<file path="src/rtl/i2c_flags_consts.vh">
// Constants for the bus address and arbitration status flag block.
`ifndef I2C_FLAGS_CONSTS_VH
`define I2C_FLAGS_CONSTS_VH

// ----------------------------------------
// Register byte offsets
// ----------------------------------------
`define OFS_STATUS    8'h00
`define OFS_CTRL      8'h04
`define OFS_PRIM_ADDR 8'h08
`define OFS_SEC_ADDR  8'h0C
`define OFS_DATA      8'h10
`define OFS_IRQ_STAT  8'h14
`define OFS_IRQ_MASK  8'h18

// ----------------------------------------
// Status and interrupt bit positions
// ----------------------------------------
`define BIT_SEC_MATCH 4
`define BIT_ARB_LOST  3
`define BIT_OWN_MATCH 2

// ----------------------------------------
// Control bit positions
// ----------------------------------------
`define BIT_MASTER    0
`define BIT_TRANSMIT  1
`define BIT_ARB_SEL   2
`define BIT_START_REQ 3

// ----------------------------------------
// Address register fields and values
// ----------------------------------------
`define BIT_FMT_SEL   0
`define ADDR_HI       7
`define ADDR_LO       1
`define GEN_CALL_BYTE 8'h00
`define FLAGS_RST     3'h0
`define BYTE_RST      8'h00
`define WORD_RST      32'h0000_0000
`define BIT_LAST      4'h7
`define BIT_ACK       4'h8

`endif

</file>
<file path="src/rtl/pin_sync.v">
// Two flip-flop synchroniser for the bus pins.
module pin_sync #(
    parameter WIDTH = 2
) (
    input  wire             clk_sys_in,
    input  wire             rstn_in,
    input  wire [WIDTH-1:0] async_in,
    output wire [WIDTH-1:0] sync_out
);
    reg [WIDTH-1:0] meta_ff;
    reg [WIDTH-1:0] sync_ff;

    // Idle bus lines are high, so reset to high to avoid a false start.
    always @(posedge clk_sys_in) begin
        if (!rstn_in) begin
            meta_ff <= {WIDTH{1'b1}};
            sync_ff <= {WIDTH{1'b1}};
        end else begin
            meta_ff <= async_in;
            sync_ff <= meta_ff;
        end
    end

    assign sync_out = sync_ff;
endmodule

</file>
<file path="src/rtl/frame_rx.v">
// Bus condition detector and frame shifter working on synchronised pins.
`include "i2c_flags_consts.vh"
module frame_rx (
    input  wire       clk_sys_in,
    input  wire       rstn_in,
    input  wire       scl_in,
    input  wire       sda_in,
    output wire       scl_rise_out,
    output wire       scl_fall_out,
    output wire       sda_fall_out,
    output wire       start_out,
    output reg        frame_done_out,
    output reg        first_frame_out,
    output reg  [7:0] frame_out
);
    reg       scl_prev_ff;
    reg       sda_prev_ff;
    reg [3:0] bit_cnt_ff;
    reg [7:0] shift_ff;
    reg       first_ff;
    wire      stop;

    assign scl_rise_out = scl_in & ~scl_prev_ff;
    assign scl_fall_out = ~scl_in & scl_prev_ff;
    assign sda_fall_out = ~sda_in & sda_prev_ff;
    assign start_out    = sda_fall_out & scl_in & scl_prev_ff;
    assign stop         = sda_in & ~sda_prev_ff & scl_in & scl_prev_ff;

    // The ninth clock carries the acknowledge and is counted but not shifted.
    always @(posedge clk_sys_in) begin
        if (!rstn_in) begin
            scl_prev_ff     <= 1'b1;
            sda_prev_ff     <= 1'b1;
            bit_cnt_ff      <= 4'h0;
            shift_ff        <= `BYTE_RST;
            first_ff        <= 1'b0;
            frame_done_out  <= 1'b0;
            first_frame_out <= 1'b0;
            frame_out       <= `BYTE_RST;
        end else begin
            scl_prev_ff     <= scl_in;
            sda_prev_ff     <= sda_in;
            frame_done_out  <= 1'b0;
            first_frame_out <= 1'b0;
            if (start_out) begin
                bit_cnt_ff <= 4'h0;
                first_ff   <= 1'b1;
            end else if (stop) begin
                bit_cnt_ff <= 4'h0;
                first_ff   <= 1'b0;
            end else if (scl_rise_out) begin
                if (bit_cnt_ff == `BIT_ACK) begin
                    bit_cnt_ff <= 4'h0;
                end else begin
                    bit_cnt_ff <= bit_cnt_ff + 4'h1;
                    shift_ff   <= {shift_ff[6:0], sda_in};
                end
                if (bit_cnt_ff == `BIT_LAST) begin
                    frame_done_out  <= 1'b1;
                    first_frame_out <= first_ff;
                    first_ff        <= 1'b0;
                    frame_out       <= {shift_ff[6:0], sda_in};
                end
            end
        end
    end
endmodule

</file>
<file path="src/rtl/i2c_addr_flags.v">
// Address recognition and arbitration lost status flags with an APB slave.
//
// Notes on behaviour
// - As slave receiver, the first frame after a start that equals the second address sets its match flag.
// - The second-address match flag is set only as slave receiver with its format select at 0.
// - Writing 0 to the second-address match flag after reading it as 1 clears it.
// - Any start condition on the bus clears the second-address match flag.
// - An arbitration-lost flag reports loss of the bus while acting as master.
// - As master transmitter, own data level unequal to the data pin at a clock rise sets arbitration lost.
// - With arbitration select 0, own clock still high at a bus clock fall in master mode sets arbitration lost.
// - With arbitration select 1, as master transmitter, another device pulling data low first after a start request sets it.
// - A data write in transmit mode or a data read in receive mode clears arbitration lost and own match.
// - Writing 0 to arbitration lost after reading it as 1 clears it.
// - As slave receiver, a first frame matching the own address, or a whole frame of 00, sets own match.
// - The own-address match flag is set only as slave receiver with the primary format select at 0.
// - Writing 0 to the own-address match flag after reading it as 1 clears it.
`include "i2c_flags_consts.vh"
module i2c_addr_flags (
    input  wire        clk_sys_in,
    input  wire        rstn_in,
    input  wire        psel_in,
    input  wire        penable_in,
    input  wire        pwrite_in,
    input  wire [7:0]  paddr_in,
    input  wire [31:0] pwdata_in,
    output reg  [31:0] prdata_out,
    output reg         pready_out,
    output reg         pslverr_out,
    input  wire        scl_in,
    input  wire        sda_in,
    input  wire        int_scl_in,
    input  wire        int_sda_in,
    output reg         irq_out,
    output reg         second_addr_match_flag_out,
    output reg         arbitration_lost_flag_out,
    output reg         own_addr_match_flag_out
);
    // ----------------------------------------
    // Pin synchronisation and bus conditions
    // ----------------------------------------
    wire [1:0] pins_sync;
    wire       scl_s;
    wire       sda_s;
    wire       scl_rise;
    wire       scl_fall;
    wire       sda_fall;
    wire       start_det;
    wire       frame_done;
    wire       first_frame;
    wire [7:0] frame;

    pin_sync #(
        .WIDTH (2)
    ) u_sync (
        .clk_sys_in (clk_sys_in),
        .rstn_in    (rstn_in),
        .async_in   ({scl_in, sda_in}),
        .sync_out   (pins_sync)
    );

    assign scl_s = pins_sync[1];
    assign sda_s = pins_sync[0];

    frame_rx u_rx (
        .clk_sys_in      (clk_sys_in),
        .rstn_in         (rstn_in),
        .scl_in          (scl_s),
        .sda_in          (sda_s),
        .scl_rise_out    (scl_rise),
        .scl_fall_out    (scl_fall),
        .sda_fall_out    (sda_fall),
        .start_out       (start_det),
        .frame_done_out  (frame_done),
        .first_frame_out (first_frame),
        .frame_out       (frame)
    );

    // ----------------------------------------
    // Registers
    // ----------------------------------------
    reg        master_ff;
    reg        transmit_ff;
    reg        arb_detect_select_ff;
    reg        start_pending_ff;
    reg  [7:0] primary_slave_addr_reg_ff;
    reg  [7:0] second_slave_addr_reg_ff;
    reg  [7:0] bus_data_reg_ff;
    reg  [2:0] armed_ff;
    reg  [2:0] irq_stat_ff;
    reg  [2:0] irq_mask_ff;
    reg        sec_flag_ff;
    reg        arb_flag_ff;
    reg        own_flag_ff;
    reg  [2:0] nxt_armed;
    reg        nxt_sec;
    reg        nxt_arb;
    reg        nxt_own;

    // Packs the three flags into the status word layout.
    function [31:0] pack_flags;
        input [2:0] f;
        begin
            pack_flags                 = `WORD_RST;
            pack_flags[`BIT_SEC_MATCH] = f[2];
            pack_flags[`BIT_ARB_LOST]  = f[1];
            pack_flags[`BIT_OWN_MATCH] = f[0];
        end
    endfunction

    // Picks the three flag bits out of a written word.
    function [2:0] unpack_flags;
        input [31:0] w;
        begin
            unpack_flags = {w[`BIT_SEC_MATCH], w[`BIT_ARB_LOST], w[`BIT_OWN_MATCH]};
        end
    endfunction

    // One wait state: the access completes in the second access cycle.
    wire access = psel_in & penable_in & pready_out;
    wire wr     = access & pwrite_in;
    wire rd     = access & ~pwrite_in;
    wire mapped = (paddr_in == `OFS_STATUS) || (paddr_in == `OFS_CTRL) ||
                  (paddr_in == `OFS_PRIM_ADDR) || (paddr_in == `OFS_SEC_ADDR) ||
                  (paddr_in == `OFS_DATA) || (paddr_in == `OFS_IRQ_STAT) ||
                  (paddr_in == `OFS_IRQ_MASK);

    wire [2:0] flags   = {sec_flag_ff, arb_flag_ff, own_flag_ff};
    wire [2:0] wr_bits = unpack_flags(pwdata_in);
    wire       st_wr   = wr && (paddr_in == `OFS_STATUS);
    wire       st_rd   = rd && (paddr_in == `OFS_STATUS);
    wire       data_wr = wr && (paddr_in == `OFS_DATA);
    wire       data_rd = rd && (paddr_in == `OFS_DATA);
    wire       data_clr = (data_wr & transmit_ff) | (data_rd & ~transmit_ff);

    // ----------------------------------------
    // Flag set conditions
    // ----------------------------------------
    wire slave_rx = ~master_ff & first_frame;
    wire prim_fmt = primary_slave_addr_reg_ff[`BIT_FMT_SEL];
    wire sec_fmt  = second_slave_addr_reg_ff[`BIT_FMT_SEL];
    wire [6:0] prim_addr = primary_slave_addr_reg_ff[`ADDR_HI:`ADDR_LO];
    wire [6:0] sec_addr  = second_slave_addr_reg_ff[`ADDR_HI:`ADDR_LO];

    wire set_sec = slave_rx & ~sec_fmt & (frame[7:1] == sec_addr);
    wire set_own = slave_rx & ~prim_fmt &
                   ((frame[7:1] == prim_addr) || (frame == `GEN_CALL_BYTE));

    wire arb_data = master_ff & transmit_ff & scl_rise & (int_sda_in != sda_s);
    wire arb_clk  = ~arb_detect_select_ff & master_ff & scl_fall & int_scl_in;
    wire arb_strt = arb_detect_select_ff & master_ff & transmit_ff &
                    start_pending_ff & sda_fall & int_sda_in;
    wire set_arb  = arb_data | arb_clk | arb_strt;

    // ----------------------------------------
    // Flag next state
    // ----------------------------------------
    // A set in the same cycle as any clear wins, so no event is lost.
    always @* begin
        nxt_armed = armed_ff;
        nxt_sec   = sec_flag_ff;
        nxt_arb   = arb_flag_ff;
        nxt_own   = own_flag_ff;
        // A status write may only clear a flag that an earlier read returned as 1.
        if (st_rd) begin
            nxt_armed = armed_ff | unpack_flags(prdata_out); // Arm what the completing read returned, not a later set.
        end
        if (st_wr) begin
            nxt_armed = 3'h0;
            if (armed_ff[2] && !wr_bits[2]) begin
                nxt_sec = 1'b0;
            end
            if (armed_ff[1] && !wr_bits[1]) begin
                nxt_arb = 1'b0;
            end
            if (armed_ff[0] && !wr_bits[0]) begin
                nxt_own = 1'b0;
            end
        end
        if (start_det) begin
            nxt_sec = 1'b0;
        end
        if (data_clr) begin
            nxt_arb = 1'b0;
            nxt_own = 1'b0;
        end
        if (set_sec) begin
            nxt_sec = 1'b1;
        end
        if (set_arb) begin
            nxt_arb = 1'b1;
        end
        if (set_own) begin
            nxt_own = 1'b1;
        end
    end

    always @(posedge clk_sys_in) begin
        if (!rstn_in) begin
            sec_flag_ff <= 1'b0;
            arb_flag_ff <= 1'b0;
            own_flag_ff <= 1'b0;
            armed_ff    <= 3'h0;
        end else begin
            sec_flag_ff <= nxt_sec;
            arb_flag_ff <= nxt_arb;
            own_flag_ff <= nxt_own;
            armed_ff    <= nxt_armed;
        end
    end

    // ----------------------------------------
    // Control, address and data registers
    // ----------------------------------------
    // The start request stays pending until the device itself pulls data low, master mode is left or arbitration is lost.
    always @(posedge clk_sys_in) begin
        if (!rstn_in) begin
            master_ff                 <= 1'b0;
            transmit_ff               <= 1'b0;
            arb_detect_select_ff      <= 1'b0;
            start_pending_ff          <= 1'b0;
            primary_slave_addr_reg_ff <= `BYTE_RST;
            second_slave_addr_reg_ff  <= `BYTE_RST;
            bus_data_reg_ff           <= `BYTE_RST;
        end else begin
            if (wr && (paddr_in == `OFS_CTRL)) begin
                master_ff            <= pwdata_in[`BIT_MASTER];
                transmit_ff          <= pwdata_in[`BIT_TRANSMIT];
                arb_detect_select_ff <= pwdata_in[`BIT_ARB_SEL];
            end
            if (wr && (paddr_in == `OFS_CTRL) && pwdata_in[`BIT_START_REQ]) begin
                start_pending_ff <= 1'b1;
            end else if (!int_sda_in || !master_ff || set_arb) begin
                start_pending_ff <= 1'b0;
            end
            if (wr && (paddr_in == `OFS_PRIM_ADDR)) begin
                primary_slave_addr_reg_ff <= pwdata_in[7:0];
            end
            if (wr && (paddr_in == `OFS_SEC_ADDR)) begin
                second_slave_addr_reg_ff <= pwdata_in[7:0];
            end
            // A received frame takes priority over a software write.
            if (frame_done) begin
                bus_data_reg_ff <= frame;
            end else if (data_wr) begin
                bus_data_reg_ff <= pwdata_in[7:0];
            end
        end
    end

    // ----------------------------------------
    // Interrupt status and mask
    // ----------------------------------------
    wire [2:0] irq_events = {set_sec, set_arb, set_own};
    wire [2:0] irq_w1c    = (wr && (paddr_in == `OFS_IRQ_STAT)) ? wr_bits : 3'h0;

    always @(posedge clk_sys_in) begin
        if (!rstn_in) begin
            irq_stat_ff <= 3'h0;
            irq_mask_ff <= 3'h0;
            irq_out     <= 1'b0;
        end else begin
            irq_stat_ff <= (irq_stat_ff & ~irq_w1c) | irq_events;
            if (wr && (paddr_in == `OFS_IRQ_MASK)) begin
                irq_mask_ff <= wr_bits;
            end
            irq_out <= |(irq_stat_ff & irq_mask_ff);
        end
    end

    // ----------------------------------------
    // APB slave response
    // ----------------------------------------
    always @(posedge clk_sys_in) begin
        if (!rstn_in) begin
            pready_out  <= 1'b0;
            pslverr_out <= 1'b0;
            prdata_out  <= `WORD_RST;
        end else begin
            pready_out  <= psel_in & penable_in & ~pready_out;
            pslverr_out <= psel_in & penable_in & ~pready_out & ~mapped;
            prdata_out  <= `WORD_RST;
            if (psel_in && penable_in && !pready_out && !pwrite_in) begin
                if (paddr_in == `OFS_STATUS) begin
                    prdata_out <= pack_flags(flags);
                end else if (paddr_in == `OFS_CTRL) begin
                    prdata_out <= {28'h0000000, start_pending_ff, arb_detect_select_ff,
                                   transmit_ff, master_ff};
                end else if (paddr_in == `OFS_PRIM_ADDR) begin
                    prdata_out <= {24'h000000, primary_slave_addr_reg_ff};
                end else if (paddr_in == `OFS_SEC_ADDR) begin
                    prdata_out <= {24'h000000, second_slave_addr_reg_ff};
                end else if (paddr_in == `OFS_DATA) begin
                    prdata_out <= {24'h000000, bus_data_reg_ff};
                end else if (paddr_in == `OFS_IRQ_STAT) begin
                    prdata_out <= pack_flags(irq_stat_ff);
                end else if (paddr_in == `OFS_IRQ_MASK) begin
                    prdata_out <= pack_flags(irq_mask_ff);
                end
            end
        end
    end

    // ----------------------------------------
    // Flag outputs
    // ----------------------------------------
    // Registered copies lag the internal flags by one cycle.
    always @(posedge clk_sys_in) begin
        if (!rstn_in) begin
            second_addr_match_flag_out <= 1'b0;
            arbitration_lost_flag_out  <= 1'b0;
            own_addr_match_flag_out    <= 1'b0;
        end else begin
            second_addr_match_flag_out <= sec_flag_ff;
            arbitration_lost_flag_out  <= arb_flag_ff;
            own_addr_match_flag_out    <= own_flag_ff;
        end
    end
endmodule

</file>
<file path="config.mk">
export PLATFORM = sky130hd
export DESIGN_NAME = i2c_addr_flags
export DESIGN_NICKNAME = d
export VERILOG_FILES = /design/src/rtl/pin_sync.v /design/src/rtl/frame_rx.v /design/src/rtl/i2c_addr_flags.v
export VERILOG_INCLUDE_DIRS = /design/src /design/src/rtl
export SDC_FILE = /design/constraint.sdc
export NUM_CORES = 1
export LEC_CHECK = 0
export BUFFER_PORTS_ARGS = -buffer_cell sky130_fd_sc_hd__buf_4
export CELL_PAD_IN_SITES_DETAIL_PLACEMENT = 1
export CELL_PAD_IN_SITES_GLOBAL_PLACEMENT = 2
export CORE_MARGIN = 1.5
export CORE_UTILIZATION = 35
export DETAILED_ROUTE_END_ITERATION = 8
export PLACE_DENSITY = 0.86
export SYNTH_ARGS = -nofsm -noshare
export SYNTH_HDL_FRONTEND = slang
export SYNTH_HIERARCHICAL = 1
export SYNTH_SLANG_ARGS = --single-unit
</file>
<file path="constraint.sdc">
create_clock -name clk_sys_in -period 5.08 [get_ports clk_sys_in]
set_input_delay 1.016 -clock clk_sys_in [delete_from_list [all_inputs] [get_ports clk_sys_in]]
set_output_delay 1.016 -clock clk_sys_in [all_outputs]
set_load 0.03 [all_outputs]
</file>
; ---- Yosys cells after proc, flatten, opt, wreduce, memory -nomap -nowiden
; Index checks and enable logic that the tools add are counted.
[classes]
add_sub_neg = 1
n_eq_ne = 11
muxes = 30
n_bitwise = 59
n_reduce_logical = 59
[ops]
columns = op, n
row1 = two-way mux 8 bit, 5
row2 = AND 1 bit, 32
row3 = equality test 8 x 5 -> 1 bit (second input constant), 3
row4 = nonzero test 3 bit, 8
row5 = two-way mux 5 bit, 4
row6 = two-way mux 1 bit, 19
row7 = inverter 1 bit, 19
row8 = equality test 8 x 4 -> 1 bit (second input constant), 2
row9 = logical AND 1 bit, 16
row10 = logical NOT 8 bit, 2
row11 = equality test 7 bit, 2
row12 = AND reduction 2 bit, 5
row13 = logical OR 1 bit, 9
row14 = OR reduction 3 bit, 3
row15 = equality test 8 x 3 -> 1 bit (second input constant), 1
row16 = AND reduction 4 bit, 2
row17 = OR reduction 4 bit, 2
row18 = OR reduction 8 bit, 1
row19 = logical NOT 1 bit, 7
row20 = AND 3 bit, 2
row21 = bitwise OR 3 bit, 2
row22 = OR reduction 5 bit, 1
row23 = adder 4 x 1 -> 4 bit (second input constant), 1
row24 = equality test 4 x 3 -> 1 bit (second input constant), 1
row25 = 8 further kinds, 11
[totals]
regBits = 106
out_inout_bits = 38
elab_cells = 193

; ---- Longest topological paths before layout
; Gate-level depths: netlist (run 1).
[logic_depth]
depth_word = 9
depth_mapped = 8

; ---- Modules after synthesis
; The synthesis (run 1) kept the hierarchy.
[by_module_without_submodules]
columns = mod, instances, cells_each, area_each_um2
row1 = i2c_addr_flags, 1, 312, 2887.8
row2 = frame_rx, 1, 116, 1028.5
row3 = pin_sync, 1, 8, 105.1

; ---- Least setup slack after synthesis (run 1)
; Ideal clock, no wire load.
[synth_timing]
kind = input port to flip-flop
from = input paddr_in[3]
to = register start_pending_ff
setup_time_ps = 66
arrival_time_ps = 2589
required_time_ps = 5014
path_slack_ps = 2425
stages = 7
n_path_buf = 3
path_cell_list = clkbuf_1 -> or4_1 -> buf_2 -> or4_4 -> buf_6 -> or2_1 -> a21boi_2
[synth_between]
elab_chain_len = 4
word_cells_on_any_way = 5
cone_classes = eq/ne: 1 / mux: 1 / reduce/logical: 3
[synth_lines]
columns = item, line_no
row1 = start: declaration, i2c_addr_flags.v:24  ; input wire [7:0] paddr_in,
row2 = equality test 8 x 3 -> 1 bit (no source line) *, --
row3 = logical AND 1 bit * (2 in series), i2c_addr_flags.v:230  ; if (wr && (paddr_in == `OFS_CTRL) && pwdata_in[`BIT_START_REQ]) begin
row4 = two-way mux 1 bit or nonzero test 2 bit (tied branches), --
row5 = end signal: assignment, i2c_addr_flags.v:220  ; start_pending_ff <= 1'b0;
row6 = end signal: assignment, i2c_addr_flags.v:231  ; start_pending_ff <= 1'b1;
row7 = end signal: assignment, i2c_addr_flags.v:233  ; start_pending_ff <= 1'b0;
row8 = end: declaration, i2c_addr_flags.v:84  ; reg start_pending_ff;
; Mark *: on every way between the ends. The rest lies on a longest branch, timed or not.
; A chain may end at the register's enable or synchronous reset.

; ---- Final worst setup path (run 1)
[layout_timing]
from = input paddr_in[2]
to = register primary_slave_addr_reg_ff[7]
[layout_between]
elab_chain_len = 2
[layout_lines]
columns = item, line_no
row1 = equality test 8 x 4 -> 1 bit (no source line), --
row2 = logical AND 1 bit, i2c_addr_flags.v:235  ; if (wr && (paddr_in == `OFS_PRIM_ADDR)) begin
row3 = end signal: assignment, i2c_addr_flags.v:221  ; primary_slave_addr_reg_ff <= `BYTE_RST;
row4 = end signal: assignment, i2c_addr_flags.v:236  ; primary_slave_addr_reg_ff <= pwdata_in[7:0];
row5 = end: declaration, i2c_addr_flags.v:85  ; reg [7:0] primary_slave_addr_reg_ff;
; Every way passes these cells.

==> impl_results.md, run 1 <==
* Status: finished clean
* Clock tree from TritonCTS: done
* Average via count per standard cell at 5.20
* CTS clk-pin slew, worst paths at 0.06 ns
* Fraction of layout cells with a size suffix above 1 at 13.5%
* Crit path arrival time at 2.83 ns
* Top post-synthesis cells by area: dfxtp_1 41%, mux2i_1 8.7%, buf_4 4.7%
* Max clock buf depth at 2
* Yosys top cell area share at 40.8%
* Total grt overflow at 0
* Post-route DRC violation count at 0
* CORE AREA at 11000 µm²
* Die height at 110 µm
* Global-route wire length before repair at 16300 µm
* Setup crit start kind: primary input
* Crit Path Max Fanout at 26
* Finish-stage setup viols at 0
* Number of global-route vias before repair at 3181
* Sw Pwr at 320 µW
* Synth Cell Area at 4020 µm²
* Post-Layout Cell Count at 605
* RSZ-0062 raised after global routing: false
* Count of different cell masters after synthesis at 59
* Post-CTS setup-driven buffer insertion count at 0
* Mean Syn Cell Area at 9.22 µm²
* Part of the power in registers at 43.7%
* Post-synth top flop: dfxtp_1
* Final Hold Vio Count at 0
* Share of synthesized registers carrying an async set or reset at 0%
* Setup_tns at 0 ns
* Post-Route Skew at 0.00569 ns
* I/O pin count at 87
* EDFF count, synth at 0
* Cell count after synthesis at 436
* Tmin final at 2.62 ns
* Initial Util at 36.5%
* RR Endpoint: arb_flag_ff$_SDFFE_PN0P_
* Number of CTS-inserted buffers at 9
* Pwr dens at 322 nW/µm²
* Period utilization at 51.5%
* GRT Util Overall at 17.6%
* Most used cell, CP: nor2b_1
* R2R depth at 6
* Pins Over Slew Limit at 0
* Total wire length at 10000 µm
* Starting DRT DRC Count at 77
* Fmax at 382 MHz
* Worst path cell trace: buf_4 -> nor2b_1 -> nand4_1 -> mux2i_1 -> nor2b_1
* Top cells by count, synth: 82 x dfxtp_1, 35 x mux2i_1, 32 x a21oi_1
* PortBufs at 38
* Hold path start: u_sync/meta_ff[0]$_SDFF_PN1_
* # diodes at 0
* Max Cap Violations at 0
* Max-slew headroom at 53.1%
* Maximum VDD drop at 0.115 mV
* Placed Cells incl. Taps at 590
* Final #Nets at 512
* Slowest CP cell: nand4_1
* Worst setup EP type: flop
* CP max stage delay at 0.66 ns
* DP Wirelength at 7130 µm
* Tot Pwr at 1.48 mW
* Combinational power share at 6.3%
* Post-CTS Resized at 0
* H-tree Lvls at 3
* Cell Int Power at 1.16 mW
* Slew @ Worst Pin at 0.702 ns
* Hold endpoint: u_sync/sync_out[0]$_SDFF_PN1_
* CP Data Required Time at 5.30 ns
* Critical path type: in -> reg
* Crit path buf inv count at 1
* Hold slack at 0.406 ns
* Placer Congestion at 0.793
* Die Footprint at 12100 µm²
* Clock share of power at 50.0%
* Synth warnings at 6
* Worst r2r src: u_sync/sync_out[1]$_SDFF_PN1_
* Fillcell total at 1286
* Sequential area share after synthesis at 40.8%
* Switching Share at 21.6%
* Die X-Extent at 110 µm
* # rows at 38
* Root Buffer: clkbuf_16
* Most frequent cell after synthesis: dfxtp_1
* Clock sink count at 82
* Crit-path leading delay family: simple AND/OR/NAND/NOR gates
* Number of hold buffers added after CTS at 0
* Layout area overhead at 14.6%
* Worst-Skew Late Latency at 0.33 ns
* Largest net degree at the start of global routing at 54
* Via count at 3146
* Hold Path Class: reg -> reg
* Worst hold path cell count at 1
* Initial antenna violation count at 0
* Flop and latch count out of synthesis at 82
* Yosys top cell by area: dfxtp_1
* Avg WL per Cell at 16.6 µm
* Static Leakage at 1.79 nW
* Routed Antenna Nets at 0
* Worst R2R Setup Slack at 3.10 ns
* TritonRoute pass-1 iters at 4
cells in the final DEF, fill, tap and decap left out, drive strengths merged, types with 3 or more instances in the layout:
cell type / n
clkbuf: 10
nor3: 6
dfxtp: 82
conb: 24
a21boi: 5
and2: 4
nor2b: 30
buf: 39
a2bb2oi: 4
xor2: 3
nand2: 16
a311oi: 3
a21oi: 32
nor4: 7
nand3b: 5
inv: 16
nand3: 23
mux2i: 35
xnor2: 13
bufinv: 3
o2bb2ai: 3
o211ai: 3
o211a: 8
nand2b: 10
or4: 3
o21a: 5
o21ai: 19
nor2: 11
nand4: 5
a211oi: 5
logic make-up after synthesis:
group	Yosys count	synth area share, %
AND/OR/NAND/NOR	134	19.4
XOR/XNOR	16	3.48
buffers and inverters	64	9.30
multiplexers	35	8.71
adder cells (fa/ha/maj)	2	0.622
other	1	0.0933
flip-flops	82	40.8
AO/OA/AOI/OAI	102	17.6
layout make-up:
cell class | count | area [µm²] | share of cell area, %
Timing Repair Buffer | 39 | 293 | 6.35
Inverter | 16 | 65.1 | 1.41
Clock buffer | 10 | 239 | 5.19
Multi-Input combinational cell | 313 | 2090 | 45.4
Clock inverter | 5 | 103 | 2.23
Tap cell | 140 | 175 | 3.80
Sequential cell | 82 | 1640 | 35.6
sequential cells by signal (all words and copies together) (netlist names), 4 cells and up:
name	flops
u_rx/bit_cnt_ff	4
prdata_out	8
bus_data_reg_ff	8
u_rx/frame_out	8
u_rx/shift_ff	7
second_slave_addr_reg_ff	8
primary_slave_addr_reg_ff	8
per-stage QoR:
step | area, µm² | setup WS (ns) | utilization, %
3_3_place_gp | 4270 | 2.18 | 38.7
6_report | 4610 | 2.46 | 41.8
4_1_cts | 4610 | 2.47 | 41.8
3_5_place_dp | 4270 | 2.12 | 38.7
5_1_grt | 4610 | 2.36 | 41.8
2_1_floorplan | 4110 | 2.43 | -
worst max path at each step:
| stage | start | end | slack [ns] | cells past startpoint |
|---|---|---|---|---|
| floorplan | paddr_in[3] | start_pending_ff$_SDFFE_PN0P_ | 2.43 | 7 |
| global placement | paddr_in[2] | primary_slave_addr_reg_ff[0]$_SDFFE_PN0P_ | 2.18 | 5 |
| detailed placement | paddr_in[2] | primary_slave_addr_reg_ff[2]$_SDFFE_PN0P_ | 2.12 | 5 |
| CTS | paddr_in[2] | primary_slave_addr_reg_ff[0]$_SDFFE_PN0P_ | 2.47 | 5 |
| global route | paddr_in[2] | primary_slave_addr_reg_ff[0]$_SDFFE_PN0P_ | 2.36 | 5 |
| finish | paddr_in[2] | primary_slave_addr_reg_ff[7]$_SDFFE_PN0P_ | 2.46 | 5 |
per-layer routing:
layer,up-vias,GRT usage (%),share of wire (%)
met5,-,0,0
met4,0,5.22,1.0
met3,9,3.17,3.5
met2,57,30.9,50
met1,1519,22.0,46
li1,1561,-,-
power groups by stage:
stage | registers, mW | logic, mW | clock network, mW
6_report | 0.649 | 0.0932 | 0.742
5_1_grt | 0.649 | 0.100 | 0.790
4_1_cts | 0.649 | 0.0935 | 0.761
3_5_place_dp | 0.664 | 0.0929 | 0
3_3_place_gp | 0.664 | 0.0921 | 0
2_1_floorplan | 0.664 | 0.0745 | 0
Power figures use the tool's default switching activity.
==> run 2, diff against run 1 <==
Settings changed: ABC_AREA set to 1, CORE_UTILIZATION 35 to 27, PLACE_DENSITY 0.86 to 0.78.
Clock period 5.08 ns to 2.1 ns, I/O delays scaled along.
==> run 2 against run 1 <==
Effect of this change:
- combinational power increased by 150%
- clock power increased by 120%
- hold slack got worse by 0.17 ns
- register-to-register slack got worse by 2.6 ns
- sequential power increased by 140%
- first-iteration DRC count increased by 13%
- wire length increased by 11%
- critical path depth unchanged
- cell count increased by 30%
- flip-flop and latch count unchanged
- die area increased by 26%
- highest routed layer unchanged
==> impl_results.md, run 2 <==
* Period utilization at 74.8%
* TritonRoute pass-1 iters at 4
* Most frequent cells in the layout: 91 x nand2_1, 90 x nor2_1, 82 x dfxtp_1
* EDFF count, synth at 0
* Cell count after synthesis at 554
* Global-route wire length before repair at 17800 µm
* Critical path type: reg -> reg
* GRT Util Overall at 15.4%
* Part of the power in registers at 46.0%
* Number of global-route vias before repair at 3583
* Clock sink count at 82
* Top post-synthesis cells by area: dfxtp_1 42%, nand2_1 8.7%, nor2_1 8.6%
* Post-Route Skew at 0.00968 ns
* H-tree Lvls at 3
* CTS clk-pin slew, worst paths at 0.07 ns
* Largest net degree at the start of global routing at 58
* # rows at 43
* Fraction of layout cells with a size suffix above 1 at 14.5%
* Die X-Extent at 124 µm
* PortBufs at 38
* Placer Congestion at 0.815
* Worst path cell trace: nand3_2 -> inv_1 -> nand3_1 -> o21ai_0 -> a21oi_1
* Setup crit start kind: flop
* Number of CTS-inserted buffers at 9
* Avg WL per Cell at 14.1 µm
* Count of different cell masters after synthesis at 34
* Switching Share at 25.3%
* Root Buffer: clkbuf_16
* Final instance area at 4670 µm²
* Initial Util at 28.1%
* Average via count per standard cell at 4.53
* DP Wirelength at 8560 µm
* Share of synthesized registers carrying an async set or reset at 0%
* Worst-Skew Late Latency at 0.35 ns
* Max Cap Violations at 0
* Post-route DRC violation count at 0
* Fmax at 637 MHz
* Total grt overflow at 0
* Hold slack at 0.237 ns
* Most frequent cell after synthesis: nand2_1
* Final #Nets at 652
* Setup_tns at 0 ns
* Post-CTS Resized at 0
* Initial antenna violation count at 0
* Combinational power share at 6.7%
* Crit path arrival time at 1.81 ns
* Sequential area share after synthesis at 41.6%
* Die Footprint at 15300 µm²
* CP Data Required Time at 2.34 ns
* Sw Pwr at 867 µW
* Synth Cell Area at 3940 µm²
* Max clock buf depth at 2
* CORE AREA at 14000 µm²
* Mean Syn Cell Area at 7.12 µm²
* Pins Over Slew Limit at 0
* Total wire length at 11100 µm
* Most common cell after layout, fill and taps aside: nand2_1
* Top cells by count, synth: 91 x nand2_1, 90 x nor2_1, 82 x dfxtp_1
* # diodes at 0
* Worst setup EP type: flop
* Post-CTS setup-driven buffer insertion count at 0
* Yosys top cell area share at 41.6%
* Hold Path Class: in -> reg
* Yosys top cell by area: dfxtp_1
* Static Leakage at 2.15 nW
* CP max stage delay at 0.45 ns
* Slew @ Worst Pin at 0.544 ns
* Layout area overhead at 18.5%
* Tmin final at 1.57 ns
* Post-synth top flop: dfxtp_1
* Slowest CP cell: dfxtp_1
* Clock share of power at 47.3%
* Crit Path Max Fanout at 8
* Via count at 3559
* I/O pin count at 87
* Final core occ at 33.3%
* Crit path buf inv count at 1
* Maximum VDD drop at 0.424 mV
* Finish-stage setup viols at 0
* Pwr dens at 734 nW/µm²
* Crit-path leading delay family: simple AND/OR/NAND/NOR gates
* Flop and latch count out of synthesis at 82
* Synth warnings at 6
* RSZ-0062 raised after global routing: false
* Status: finished clean
* Die height at 124 µm
* Max-slew headroom at 63.7%
* Clock tree from TritonCTS: done
* Placed inst area at 4370 µm²
* Cell Int Power at 2.56 mW
* Starting DRT DRC Count at 87
* Final Hold Vio Count at 0
* Routed Antenna Nets at 0
* Number of hold buffers added after CTS at 0
==> run 2: cells by family after synthesis <==
group | count (synthesis) | synth area share, %
XOR/XNOR | 11 | 2.44
buffers and inverters | 105 | 12.7
AO/OA/AOI/OAI | 111 | 14.9
AND/OR/NAND/NOR | 242 | 27.6
other | 1 | 0.0951
adder cells (fa/ha/maj) | 2 | 0.634
flip-flops | 82 | 41.6
==> run 2: path summary, 6_finish.rpt <==
kind | depth (start not counted) | slack [ns] | start | endpoint
worst max-delay path | 5 | 0.53 | pready_out$_SDFF_PN0_ | irq_mask_ff[0]$_SDFFE_PN0P_
worst min-delay path | 3 | 0.24 | sda_in | u_sync/meta_ff[0]$_SDFF_PN1_
worst max register to register | 5 | 0.53 | pready_out$_SDFF_PN0_ | irq_mask_ff[0]$_SDFFE_PN0P_
worst min register to register | 2 | 0.41 | u_sync/meta_ff[0]$_SDFF_PN1_ | u_sync/sync_out[0]$_SDFF_PN1_
==> run 2: metal layers <==
layer	global-route usage (%)	vias to the layer above	part of all wire, %
met5	0	-	0
met4	7.04	0	2.1
met3	2.66	14	3.7
met2	26.1	65	48
met1	19.1	1668	46
li1	-	1812	-
==> run 2: stage by stage <==
stage               power [mW]  instances  setup slack, ns
floorplan                 1.79        577            0.648
global placement          1.84        770            0.250
detailed placement        1.84        770            0.216
CTS                       3.48        786            0.537
global route              3.57        786            0.344
finish                    3.43        786            0.530
==> run 2: power groups by stage <==
stage          registers [mW]  clock network, mW  logic (mW)
2_1_floorplan            1.61                  0       0.178
3_3_place_gp             1.61                  0       0.227
3_5_place_dp             1.61                  0       0.231
4_1_cts                  1.58               1.67       0.231
5_1_grt                  1.58               1.74       0.254
6_report                 1.58               1.62       0.230
==> run 2: worst reg2reg max path, cell delays in order (launching register included) <==
cell	delay, ns
dfxtp_1	0.45
nand3_2	0.29
inv_1	0.23
nand3_1	0.21
o21ai_0	0.22
a21oi_1	0.06
==> run 2: final cells by class <==
class	count	area, µm²
fill	1748	9370
clock inverter	7	78.8
clock buffer	9	225
inverter	73	274
timing repair buffer	45	338
tap	180	225
sequential	82	1640
multi-input combinational	390	1890
==> run 3, diff against run 2 <==
Settings changed: ABC_AREA 1 to 0, CORE_UTILIZATION 27 to 33, PLACE_DENSITY 0.78 to 0.82.
Clock period 2.1 ns to 1.5 ns, I/O delays scaled along.
==> run 3 against run 2 <==
Effect of this change:
- the flow now finishes with violations (setup timing)
- sequential power grew 39%
- highest routed layer unchanged
- clock skew fell by 0.0041 ns
- critical path type is now in -> reg
- sequential share of layout area shrank 4.0 points
- register-to-register slack got worse by 0.58 ns
- flip-flop and latch count is the same
==> impl_results.md, run 3 (synthesis results as in run 1) <==
* Status: complete, but fails checks
* Post-route DRC violation count at 0
* Final #Nets at 570
* RR Endpoint: sec_flag_ff$_SDFFE_PN0P_
* Clock share of power at 47.9%
* Fraction of layout cells with a size suffix above 1 at 27.5%
* Crit Path Max Fanout at 4
* Avg WL per Cell at 16.8 µm
* Maximum VDD drop at 0.472 mV
* Combinational power share at 8.2%
* Worst-Skew Late Latency at 0.34 ns
* Part of the power in registers at 43.9%
* Largest net degree at the start of global routing at 52
* Max clock buf depth at 2
* Fillcell total at 1335
* Total wire length at 11300 µm
* Tmin final at 1.55 ns
* Final core occ at 44.2%
* Max Cap Violations at 0
* # diodes at 0
* Critical path type: in -> reg
* Worst setup EP type: flop
* Number of global-route vias before repair at 3511
* Initial antenna violation count at 0
* GRT Util Overall at 18.3%
* DP Wirelength at 8070 µm
* TritonRoute pass-1 iters at 4
* Number of hold buffers added after CTS at 0
* Starting DRT DRC Count at 114
* Die Footprint at 12900 µm²
* H-tree Lvls at 3
* Die height at 113 µm
* I/O pin count at 87
* Pins Over Slew Limit at 0
* Root Buffer: clkbuf_16
* Placer Congestion at 0.772
* Post-Route Skew at 0.00559 ns
* Final Hold Vio Count at 0
* Hold endpoint: u_sync/meta_ff[1]$_SDFF_PN1_
* Average via count per standard cell at 5.06
* Total grt overflow at 0
* R2R depth at 5
* Layout area overhead at 31.4%
* Worst hold path cell count at 2
* Most common cell after layout, fill and taps aside: buf_4
* Clock tree from TritonCTS: done
* CORE AREA at 12000 µm²
* Setup crit start kind: primary input
* Worst R2R Setup Slack at -0.05 ns
* Most frequent cells in the layout: 81 x buf_4, 79 x dfxtp_1, 35 x mux2i_1
* Cell Int Power at 3.84 mW
* Switching Share at 23.2%
* Sw Pwr at 1.16 mW
* Via count at 3393
* CTS clk-pin slew, worst paths at 0.06 ns
* Worst Setup SP: paddr_in[4]
* Worst r2r src: second_slave_addr_reg_ff[6]$_SDFFE_PN0P_
* Failing checks: setup timing
* Static Leakage at 2.22 nW
* Fmax at 644 MHz
* # rows at 40
* Clock sink count at 82
* Global-route wire length before repair at 18200 µm
* Routed Antenna Nets at 0
* Die X-Extent at 113 µm
* Crit path arrival time at 1.84 ns
* Finish-stage setup viols at 9
* Hold Path Class: in -> reg
* RSZ-0062 raised after global routing: true
* Hold slack at 0.138 ns
* Period utilization at 103%
* Initial Util at 33.6%
* Pwr dens at 946 nW/µm²
* CP Data Required Time at 1.78 ns
* Final setup margin at -0.0520 ns
* PortBufs at 38
* Number of CTS-inserted buffers at 9
* Hold path start: scl_in
==> run 3: timing repair <==
action | in CTS | in global routing
gates resized for setup | 24 | 15
setup endpoints to repair | 19 | 35
setup buffers | 3 | 4
pin swaps | 11 | 2
cloned | 1 | 0
==> run 3: worst max-delay path, cell delays in order <==
cell	delay, ns
buf_8	0.10
or4_4	0.57
or4_4	0.49
or2_1	0.26
a21boi_2	0.11
==> run 3: area by class of cell <==
cell class | count | area [µm²] | share of cell area [%]
clock inverters | 5 | 76.3 | 1.44
inverters | 16 | 65.1 | 1.23
clock buffers | 11 | 243 | 4.59
well taps | 147 | 184 | 3.48
flip-flops and latches | 82 | 1650 | 31.2
multi-input cells | 313 | 2220 | 42.0
repair buffers | 97 | 847 | 16.0
==> run 3: how the worst max path moves through the flow <==
stage,endpoint,slack (ns),cells past startpoint
after floorplan,start_pending_ff$_SDFFE_PN0P_,-0.41,7
after global placement,start_pending_ff$_SDFFE_PN0P_,-0.40,5
after detailed placement,start_pending_ff$_SDFFE_PN0P_,-0.42,5
after CTS,sec_flag_ff$_SDFFE_PN0P_,-0.06,5
after global routing,start_pending_ff$_SDFFE_PN0P_,-0.09,5
final,start_pending_ff$_SDFFE_PN0P_,-0.05,5
==> run 3: per-stage QoR <==
step | area, µm² | worst slack (ns) | cells | TNS (ns) | power, mW
after floorplan | 4180 | -0.415 | 459 | -3.62 | 2.51
after global placement | 4730 | -0.399 | 647 | -11.20 | 2.62
after detailed placement | 4730 | -0.422 | 647 | -12.58 | 2.63
after CTS | 5200 | -0.0569 | 667 | -0.207 | 5.06
after global routing | 5290 | -0.0878 | 671 | -0.715 | 5.18
final | 5290 | -0.0520 | 671 | -0.208 | 5.00
==> run 3: metal layers <==
layer  track usage (%)  routed length [µm]  share of wire, %  up-vias
met4              8.42                 284               2.5        0
li1                  -                   -                 -     1675
met1              22.6                5130                45     1648
met3              3.13                 295               2.6       19
met2              31.3                5590                49       51
met5                 0                   0                 0        -
==> run 3: power groups by stage <==
stage / combinational [mW] / sequential (mW) / clock (mW)
3_5_place_dp: 0.381 / 2.24 / 0
5_1_grt: 0.436 / 2.20 / 2.55
3_3_place_gp: 0.372 / 2.24 / 0
6_report: 0.408 / 2.20 / 2.40
2_1_floorplan: 0.264 / 2.25 / 0
4_1_cts: 0.400 / 2.20 / 2.47
